==> config.mk <==
export PLATFORM = sky130hd
export DESIGN_NAME = scf_front_end
export DESIGN_NICKNAME = d
export VERILOG_FILES = /design/src/hdl/scf_pkg.sv /design/src/hdl/scf_front_end.sv
export SDC_FILE = /design/constraint.sdc
export NUM_CORES = 2
export LEC_CHECK = 0
export ABC_AREA = 1
export BUFFER_PORTS_ARGS = -buffer_cell sky130_fd_sc_hd__buf_2
export CAP_MARGIN = 20
export CORE_ASPECT_RATIO = 1.25
export CORE_UTILIZATION = 40
export CTS_BUF_LIST = sky130_fd_sc_hd__clkbuf_16
export DETAILED_ROUTE_END_ITERATION = 7
export HOLD_SLACK_MARGIN = 0.12
export SLEW_MARGIN = 20
export SYNTH_ARGS = -nofsm -noshare
export SYNTH_HDL_FRONTEND = slang
export SYNTH_SLANG_ARGS = --single-unit
==> constraint.sdc <==
create_clock -name clk_in -period 2.8 [get_ports clk_in]
set_input_delay 0.14 -clock clk_in [delete_from_list [all_inputs] [get_ports clk_in]]
set_output_delay 0.14 -clock clk_in [all_outputs]
set_load 0.01 [all_outputs]
==> src/hdl/scf_pkg.sv <==
// Purpose: Shared constants and types of the serial command front end
// Assumes: 125 MHz system clock
// Notes:   Character codes, timing and record layouts
package scf_pkg;
  // Clock and link timing
  localparam int CLK_HZ  = 125_000_000;
  localparam int BAUD    = 9600;
  localparam int BIT_CYC = CLK_HZ / BAUD;  // Clocks per bit
  // Line storage
  localparam int BUF_DEPTH = 128;
  localparam int MNEM_LEN  = 4;
  // Character codes
  localparam logic [7:0] CH_CR    = 8'h0D;
  localparam logic [7:0] CH_LF    = 8'h0A;
  localparam logic [7:0] CH_SP    = 8'h20;
  localparam logic [7:0] CH_TAB   = 8'h09;
  localparam logic [7:0] CH_SEMI  = 8'h3B;
  localparam logic [7:0] CH_COMMA = 8'h2C;
  localparam logic [7:0] CH_QM    = 8'h3F;
  localparam logic [7:0] CH_UA    = 8'h41;
  localparam logic [7:0] CH_UZ    = 8'h5A;
  // Reset values and event bits
  localparam logic ECHO_RST     = 1'b0;
  localparam int   EVT_OVF_BIT  = 0;
  localparam int   EVT_CMD_BIT  = 1;
  // Query form of a command
  typedef enum logic [1:0] {
    FORM_SET   = 2'h1,
    FORM_QUERY = 2'h2,
    FORM_BOTH  = 2'h3
  } scf_form_t;
  // Syntax class returned for a mnemonic
  typedef struct packed {
    scf_form_t  form;    // Allowed forms
    logic [2:0] req;     // Always required
    logic [2:0] setreq;  // Required to set only
    logic [2:0] opt;     // Optional in both
  } scf_cls_t;
  // Parsed command record
  typedef struct packed {
    logic [31:0] mnem;   // First letter high
    logic        query;  // Question mark seen
    logic [2:0]  nparm;  // Parameter count
  } scf_cmd_t;
  // Parser state codes
  typedef enum logic [1:0] {
    ST_COLLECT = 2'b01,
    ST_PARSE   = 2'b10
  } scf_st_t;
endpackage

==> src/hdl/scf_front_end.sv <==
// Purpose: Serial receive, line buffer, command parser, reply sender
// Assumes: rxd_in synchronous to clk_in, cls_in combinational of cmd_out
// Notes on behaviour
// - 9600 baud, no parity, no flow control
// - Echo off after power-on
// - Received bytes kept in 128-byte buffer
// - Parse only after CR or LF
// - Replies sent at once, unbuffered
// - Overflow flushes buffer, flags event status
// - Four-letter mnemonic, uppercase only
// - Question mark after mnemonic means query
// - Set-only rejects query, query-only needs it
// - Braced value: needed to set, illegal query
// - Bracketed value optional in both forms
// - Plain parameters always required
// - Parameters split at commas
// - Semicolons separate commands, run in turn
// - Skip null commands and whitespace
`timescale 1ns/100ps
module scf_front_end #(
  parameter int BIT_CYC_P = scf_pkg::BIT_CYC  // Clocks per bit
) (
  input  wire logic             clk_in,
  input  wire logic             resetn_in,
  input  wire logic             rxd_in,
  input  wire logic             reply_valid_in,
  input  wire logic [7:0]       reply_byte_in,
  input  wire logic             echo_set_valid_in,
  input  wire logic             echo_set_val_in,
  input  wire logic [7:0]       evt_clr_in,
  input  wire scf_pkg::scf_cls_t cls_in,
  output logic                  txd_out,
  output logic                  reply_ready_out,
  output logic                  cmd_valid_out,
  output logic                  cmd_err_out,
  output scf_pkg::scf_cmd_t     cmd_out,
  output logic                  par_valid_out,
  output logic [7:0]            par_byte_out,
  output logic [2:0]            par_idx_out,
  output logic [7:0]            event_status_register_out,
  output logic                  console_echo_mode_out
);
  import scf_pkg::*;

  // Whole state of the block
  typedef struct packed {
    scf_st_t                     st;
    logic                        rx_act;    // Frame in progress
    logic [15:0]                 rx_cnt;    // Bit timer
    logic [3:0]                  rx_bit;    // Bit index
    logic [7:0]                  rx_sh;     // Data shifter
    logic                        rx_done;   // Byte ready pulse
    logic                        tx_idle;   // Sender free
    logic [15:0]                 tx_cnt;    // Bit timer
    logic [3:0]                  tx_bit;    // Bit index
    logic [8:0]                  tx_sh;     // Data and stop
    logic                        txd;       // Line level
    logic [BUF_DEPTH-1:0][7:0]   lbuf;      // Line storage
    logic [7:0]                  wptr;      // Fill level
    logic [7:0]                  rptr;      // Parse position
    logic                        drop;      // Discard to line end
    logic [2:0]                  mcnt;      // Letters seen
    logic                        qry;       // Query mark seen
    logic [2:0]                  np;        // Parameters seen
    logic                        perr;      // Syntax fault
    logic                        any;       // Command not null
    scf_cmd_t                    cmd;       // Command record
    logic                        cmd_valid; // Good command pulse
    logic                        cmd_err;   // Bad command pulse
    logic                        par_valid; // Parameter byte pulse
    logic [7:0]                  par_byte;  // Parameter byte
    logic [2:0]                  par_idx;   // Parameter number
    logic [7:0]                  evt;       // Event status
    logic                        echo;      // Echo mode
  } scf_state_t;

  scf_state_t s_r;    // Registered state
  scf_state_t s_nxt;  // Next state

  logic [7:0] ch;       // Character under parse
  logic       at_end;   // Line exhausted
  logic       fin;      // Command boundary
  logic [3:0] lo;       // Least parameters
  logic [3:0] hi;       // Most parameters
  logic       bad;      // Command rejected
  logic [7:0] evt_set;  // Events this cycle
  logic       take;     // Reply accepted

  // Uppercase letter test
  function automatic logic is_upper(input logic [7:0] c);
    is_upper = (c >= CH_UA) && (c <= CH_UZ);
  endfunction

  // Line terminator test
  function automatic logic is_term(input logic [7:0] c);
    is_term = (c == CH_CR) || (c == CH_LF);
  endfunction

  // Outputs straight from state
  assign txd_out                   = s_r.txd;
  assign reply_ready_out           = s_r.tx_idle;
  assign cmd_valid_out             = s_r.cmd_valid;
  assign cmd_err_out               = s_r.cmd_err;
  assign cmd_out                   = s_r.cmd;
  assign par_valid_out             = s_r.par_valid;
  assign par_byte_out              = s_r.par_byte;
  assign par_idx_out               = s_r.par_idx;
  assign event_status_register_out = s_r.evt;
  assign console_echo_mode_out     = s_r.echo;

  // Next state of the whole block
  always_comb begin
    s_nxt = s_r;
    s_nxt.rx_done   = 1'b0;
    s_nxt.cmd_valid = 1'b0;
    s_nxt.cmd_err   = 1'b0;
    s_nxt.par_valid = 1'b0;
    evt_set = 8'h00;
    ch      = s_r.lbuf[s_r.rptr[6:0]];
    at_end  = (s_r.rptr == s_r.wptr);
    fin     = at_end || (ch == CH_SEMI);
    // Parameter bounds for the form in use
    lo  = {1'b0, cls_in.req} + (s_r.qry ? 4'h0 : {1'b0, cls_in.setreq});
    hi  = lo + {1'b0, cls_in.opt};
    bad = s_r.perr || (s_r.mcnt != 3'(MNEM_LEN)) ||
          !(cls_in.form inside {FORM_SET, FORM_QUERY, FORM_BOTH}) ||
          (cls_in.form == FORM_SET && s_r.qry) ||
          (cls_in.form == FORM_QUERY && !s_r.qry) ||
          ({1'b0, s_r.np} < lo) || ({1'b0, s_r.np} > hi);
    take = reply_valid_in && s_r.tx_idle;

    // Echo mode update
    if (echo_set_valid_in) begin
      s_nxt.echo = echo_set_val_in;
    end

    // Receiver, 8N1, LSB first
    if (!s_r.rx_act) begin
      if (!rxd_in) begin  // Start edge
        s_nxt.rx_act = 1'b1;
        s_nxt.rx_cnt = 16'(BIT_CYC_P / 2);
        s_nxt.rx_bit = 4'h0;
      end
    end else if (s_r.rx_cnt != 16'h0000) begin
      s_nxt.rx_cnt = s_r.rx_cnt - 16'h0001;
    end else begin
      s_nxt.rx_cnt = 16'(BIT_CYC_P - 1);
      s_nxt.rx_bit = s_r.rx_bit + 4'h1;
      if (s_r.rx_bit == 4'h0) begin  // Start check
        s_nxt.rx_act = !rxd_in;
      end else if (s_r.rx_bit == 4'h9) begin  // Stop bit
        s_nxt.rx_act  = 1'b0;
        s_nxt.rx_done = rxd_in;
      end else begin
        s_nxt.rx_sh = {rxd_in, s_r.rx_sh[7:1]};
      end
    end

    // Sender: reply first, echo if free
    if (s_r.tx_idle) begin
      if (take || (s_r.rx_done && s_r.echo)) begin
        s_nxt.tx_idle = 1'b0;
        s_nxt.txd     = 1'b0;  // Start bit
        s_nxt.tx_sh   = {1'b1, take ? reply_byte_in : s_r.rx_sh};
        s_nxt.tx_bit  = 4'h0;
        s_nxt.tx_cnt  = 16'(BIT_CYC_P - 1);
      end
    end else if (s_r.tx_cnt != 16'h0000) begin
      s_nxt.tx_cnt = s_r.tx_cnt - 16'h0001;
    end else if (s_r.tx_bit == 4'h9) begin  // Stop bit done
      s_nxt.tx_idle = 1'b1;
      s_nxt.txd     = 1'b1;
    end else begin
      s_nxt.txd    = s_r.tx_sh[0];
      s_nxt.tx_sh  = {1'b1, s_r.tx_sh[8:1]};
      s_nxt.tx_bit = s_r.tx_bit + 4'h1;
      s_nxt.tx_cnt = 16'(BIT_CYC_P - 1);
    end

    unique case (s_r.st)
      // Gather bytes until a terminator
      ST_COLLECT: begin
        if (s_r.rx_done) begin
          if (is_term(s_r.rx_sh)) begin
            if (s_r.drop) begin  // Overrun line ends
              s_nxt.drop = 1'b0;
            end else begin
              s_nxt.st   = ST_PARSE;
              s_nxt.rptr = 8'h00;
            end
          end else if (s_r.drop) begin
            s_nxt.drop = 1'b1;  // Still discarding
          end else if (s_r.wptr == 8'(BUF_DEPTH)) begin
            s_nxt.wptr = 8'h00;
            s_nxt.drop = 1'b1;
            evt_set[EVT_OVF_BIT] = 1'b1;
          end else begin
            s_nxt.lbuf[s_r.wptr[6:0]] = s_r.rx_sh;
            s_nxt.wptr = s_r.wptr + 8'h01;
          end
        end
      end
      // Walk the line, one character a cycle
      ST_PARSE: begin
        if (!at_end) begin
          s_nxt.rptr = s_r.rptr + 8'h01;
        end
        if (fin) begin
          if (s_r.any) begin
            if (bad) begin
              s_nxt.cmd_err = 1'b1;
              evt_set[EVT_CMD_BIT] = 1'b1;
            end else begin
              s_nxt.cmd_valid = 1'b1;
              s_nxt.cmd.query = s_r.qry;
              s_nxt.cmd.nparm = s_r.np;
            end
          end
          s_nxt.mcnt = 3'h0;
          s_nxt.qry  = 1'b0;
          s_nxt.np   = 3'h0;
          s_nxt.perr = 1'b0;
          s_nxt.any  = 1'b0;
          if (at_end) begin  // Line done
            s_nxt.st   = ST_COLLECT;
            s_nxt.wptr = 8'h00;
          end
        end else if (ch == CH_SP || ch == CH_TAB) begin
          s_nxt.any = s_r.any;
        end else if (s_r.mcnt != 3'(MNEM_LEN)) begin
          s_nxt.any = 1'b1;
          if (is_upper(ch)) begin
            s_nxt.cmd.mnem = {s_r.cmd.mnem[23:0], ch};
            s_nxt.mcnt     = s_r.mcnt + 3'h1;
          end else begin
            s_nxt.perr = 1'b1;
          end
        end else if (ch == CH_QM) begin
          if (s_r.np == 3'h0 && !s_r.qry) begin
            s_nxt.qry = 1'b1;
          end else begin
            s_nxt.perr = 1'b1;
          end
        end else if (ch == CH_COMMA) begin
          if (s_r.np == 3'h0 || s_r.np == 3'h7) begin
            s_nxt.perr = 1'b1;  // Empty lead or too many
          end else begin
            s_nxt.np = s_r.np + 3'h1;
          end
        end else begin
          // Parameter content byte
          s_nxt.np        = (s_r.np == 3'h0) ? 3'h1 : s_r.np;
          s_nxt.par_valid = 1'b1;
          s_nxt.par_byte  = ch;
          s_nxt.par_idx   = (s_r.np == 3'h0) ? 3'h0 : s_r.np - 3'h1;
        end
      end
    endcase

    // Sticky events, set beats clear
    s_nxt.evt = (s_r.evt & ~evt_clr_in) | evt_set;
  end

  // State register
  always_ff @(posedge clk_in or negedge resetn_in) begin
    if (!resetn_in) begin
      s_r         <= '0;
      s_r.st      <= ST_COLLECT;
      s_r.tx_idle <= 1'b1;
      s_r.txd     <= 1'b1;
      s_r.echo    <= ECHO_RST;
    end else begin
      s_r <= s_nxt;
    end
  end

  // Echo only rises on an explicit request
  AST_ECHO_OFF: assert property (
    @(posedge clk_in) disable iff (!resetn_in)
    $rose(s_r.echo) |-> $past(echo_set_valid_in && echo_set_val_in))
    else $error("echo mode rose without request");

  // Fill never passes the buffer size
  AST_BUF_SIZE: assert property (
    @(posedge clk_in) disable iff (!resetn_in)
    s_r.wptr <= 8'(BUF_DEPTH))
    else $error("line buffer fill out of range");

  // Parsing starts only on a terminator
  AST_PARSE_ON_EOL: assert property (
    @(posedge clk_in) disable iff (!resetn_in)
    (s_r.st == ST_COLLECT) ##1 (s_r.st == ST_PARSE) |->
      $past(s_r.rx_done && is_term(s_r.rx_sh)))
    else $error("parse began without terminator");

  // Reply taken starts a frame at once
  AST_REPLY_START: assert property (
    @(posedge clk_in) disable iff (!resetn_in)
    (reply_valid_in && reply_ready_out) |=> (!txd_out && !reply_ready_out)[*2])
    else $error("reply not sent at once");

  // Overflow flushes and flags
  AST_OVF_FLUSH: assert property (
    @(posedge clk_in) disable iff (!resetn_in)
    (s_r.st == ST_COLLECT && s_r.rx_done && !s_r.drop &&
     !is_term(s_r.rx_sh) && s_r.wptr == 8'(BUF_DEPTH)) |=>
      (s_r.wptr == 8'h00 && s_r.drop && s_r.evt[EVT_OVF_BIT]))
    else $error("overflow not flushed");

  // Accepted mnemonics are uppercase
  AST_UPPER: assert property (
    @(posedge clk_in) disable iff (!resetn_in)
    cmd_valid_out |-> (is_upper(cmd_out.mnem[31:24]) && is_upper(cmd_out.mnem[23:16]) &&
                       is_upper(cmd_out.mnem[15:8]) && is_upper(cmd_out.mnem[7:0])))
    else $error("lowercase mnemonic accepted");

  // Set-only never yields a query
  AST_SET_ONLY: assert property (
    @(posedge clk_in) disable iff (!resetn_in)
    (cmd_valid_out && cls_in.form == FORM_SET) |-> !cmd_out.query)
    else $error("query of set-only command accepted");

  // Required parameters present
  AST_REQ_PARMS: assert property (
    @(posedge clk_in) disable iff (!resetn_in)
    cmd_valid_out |-> (cmd_out.nparm >= cls_in.req))
    else $error("missing required parameter");

  // Error pulse also flags event status
  AST_CMD_ERR: assert property (
    @(posedge clk_in) disable iff (!resetn_in)
    cmd_err_out |-> (event_status_register_out[EVT_CMD_BIT] && !cmd_valid_out))
    else $error("command error not flagged");

endmodule // scf_front_end

==> metrics.txt <==
Crit. End Element flop; failing checks design-rule violations, negative setup slack; sequential share of power 0.330; CTS tree yes; Yosys cell types 51; largest family of logic cells by synthesized area simple AND/OR/NAND/NOR gates; Slew @ Worst Pin 1.09 ns; first-pass GRT wire length 287000 microns; Startpoint Class flop; status finished, violations left; final core occ 0.497; Compound-Gate Fraction of Synth Area 0.139; Pwr Density 766 nW/um^2; Syn Area/Cell 7.71 sq um; clock root cell clkbuf_16; # port buffers 93; Syn-to-layout area delta 23.4%; part of the Yosys area used for sequential elements 0.523; area of the multi-input gates 24100 sq um; Yosys top cell by area dfrtp_1; clock sinks 1172; final net count 7657; antenna cells 0; top-area cell type share of the netlist area 0.522; number of remaining DRC errors 1; wire length per cell 19.6 microns; Fill cells 13.2k; most frequent cells in the layout nand2_1 (2220), o21ai_0 (1224), dfrtp_1 (1165); vias in the first global route 48.2k; Site Rows 153; number of synthesized flops with an enable pin 0; Ports 94; Final min period 3.36 ns; RSZ-0062 raised after global routing true; antenna violations before repair 1; sequential cell area 29300 sq um; Routed WL 187000 microns; Core ar. 139000 sq um; Setup-failing EPs final 74; multiplexer share of the synthesized area 0; Switching Share 0.351; Post-DP Area 61300 sq um; worst path required time 3.49 ns; total gr overflow 0; H-tree depth 3; Post-Synth Simple-Gate Area 0.248; highest clock rate 0.298 GHz; Synth Area in Adders 0.00674; Fin Clk Skew 0.0225 ns; CTS Buf Count 119; VDD IR-drop max 0.000518 V; CP max FO 9; synthesized cell area 56100 sq um; clk buf depth 3; max-slew violation count 0; most common cell after layout, fill and taps aside nand2_1; relative slew slack 0.272; starting density of the core 0.403; final worst-path cycle share 1.20; max_cap viols 0; Synth Instances 7273; Switch Pwr 0.0186 W; Comb pwr share 0.373; critical path arrival 4.04 ns; Min-Delay Path Class in -> reg; Hold Vio Cnt, Final 0; Die ar. 142000 sq um; All-Layer GR Usage 0.262; via count 50.4k; setup slack after layout -0.556 ns; Final Wtd Congestion 0.958; largest cells by area after synthesis dfrtp_1 (52%), nand2_1 (16%), o21ai_0 (11%), nand3_1 (4.0%), nor2_1 (3.9%); Post-synth ARST share 1.00; die height 421 microns; Via density 5.27; First-pass DRT Iterations 8; initial DRC count 4808; Post-Layout Inst Area 69200 sq um; Clock Power Share 0.296; largest net degree at the start of global routing 121; Mapped Nets 7335; fraction of layout cells with a size suffix above 1 0.170; Post-Synth XOR/XNOR Area 0.00250; prevailing post-synth register cell dfrtp_1; die width 337 microns; internal power 0.0344 W; Pleak 32.4 nW; kind of critical path reg -> reg; Post-DRT Antenna Nets 0; #FFs+latches synth 1172; worst skew pair latency 0.76 ns; yosys warns 0; Worst-path clk slew 0.06 ns; detailed placer's ending HPWL 119000 microns
[final timing paths]
kind | startpoint | end | slack (ns) | cells after the start
max in group asynchronous | resetn_in | s_r[120] | 1.98 | 4
setup / recovery | s_r[69] | cmd_out[24] | -0.56 | 26
min in group asynchronous | resetn_in | cmd_out[27] | 0.24 | 3
setup reg to reg | s_r[69] | cmd_out[24] | -0.56 | 26
hold / removal | cls_in[7] | cmd_valid_out | 0.15 | 9
hold reg to reg | s_r[1118] | s_r[1118] | 0.47 | 1
[through the flow]
stage / power [W] / TNS (ns) / hold WS (ns) / worst slack, ns / cells
after global routing: 0.0553 / -37.44 / 0.177 / -0.655 / 9547
final: 0.0530 / -30.65 / 0.151 / -0.556 / 9547
after CTS: 0.0513 / -26.74 / 0.150 / -0.493 / 9499
after floorplan: 0.0261 / -0.288 / -0.156 / -0.0727 / 7273
after global placement: 0.0331 / -56.14 / 0.177 / -1.02 / 9193
after detailed placement: 0.0332 / -54.45 / 0.182 / -1.01 / 9193
[synthesized netlist by cell type, types with 14 or more instances]
master    number
ha_1          27
o21ai_1       64
inv_2         14
dfrtp_1     1169
inv_1        471
nand2_1     2419
a21oi_1      101
nand3_1      450
o211ai_1      44
buf_4         76
buf_2        139
buf_6         23
nor3_1        27
o21ai_0     1272
nor2_1       580
clkbuf_1     284
[sequential cells by signal, summed over array words and instances, names as in the netlist]
name,cells
cmd_err_out,1
cmd_out,36
cmd_valid_out,1
console_echo_mode_out,1
event_status_register_out,8
par_byte_out,8
par_idx_out,3
par_valid_out,1
reply_ready_out,1
s_r,1111
txd_out,1
[routing by layer]
layer,up-vias,share of wire,global-route usage
li1,23853,-,-
met1,24325,0.42,0.339
met2,1750,0.47,0.427
met3,426,0.061,0.0335
met4,0,0.053,0.137
met5,-,0,0
[logic make-up after synthesis]
group / count (synthesis)
AND/OR/NAND/NOR: 3513
buffers and inverters: 1025
flip-flops: 1172
AO/OA/AOI/OAI: 1518
adder cells (fa/ha/maj): 29
XOR/XNOR: 16
[what timing repair did]
| item | CTS | global route |
|---|---|---|
| setup endpoints to repair | 69 | 522 |
| hold buffers | 46 | 0 |
| hold endpoints to repair | 848 | 0 |
| setup buffers | 27 | 39 |
| gates resized for setup | 252 | 396 |
| pin swaps | 37 | 76 |
| gates cloned | 21 | 16 |
[power groups by stage]
stage	combinational, W	clock, W	sequential [W]
6_report	0.0198	0.0157	0.0175
5_1_grt	0.0212	0.0166	0.0175
4_1_cts	0.0178	0.0160	0.0175
3_5_place_dp	0.0154	0	0.0178
3_3_place_gp	0.0153	0	0.0178
2_1_floorplan	0.00846	0	0.0177
[layout make-up]
| cell class | count | share of cell area |
|---|---|---|
| sequential | 1172 | 0.424 |
| multi-input combinational | 5079 | 0.348 |
| timing repair buffer | 729 | 0.111 |
| clock buffer | 122 | 0.0441 |
| tap | 1860 | 0.0336 |
| inverter | 492 | 0.0277 |
| clock inverter | 91 | 0.00998 |
| timing repair inverter | 2 | 0.000525 |
[worst max-delay path: stages, from the launching register on]
cell       delay [ns]
dfrtp_4          0.52
buf_12           0.19
clkinv_16        0.13
buf_16           0.17
buf_8            0.13
buf_12           0.13
nand2_2          0.05
nand2_1          0.06
nand2_1          0.07
o21ai_2          0.05
a21oi_2          0.25
nand2_4          0.14
nand3_2          0.13
nand3_4          0.10
nand2_4          0.13
nor2_2           0.05
nand2_2          0.06
inv_2            0.03
nand2_2          0.07
nand2_4          0.09
nor2_4           0.11
nand2_4          0.08
inv_8            0.09
buf_12           0.11
buf_16           0.12
nand3_1          0.07
nand2_1          0.12
(Power assumes the default switching activity.)
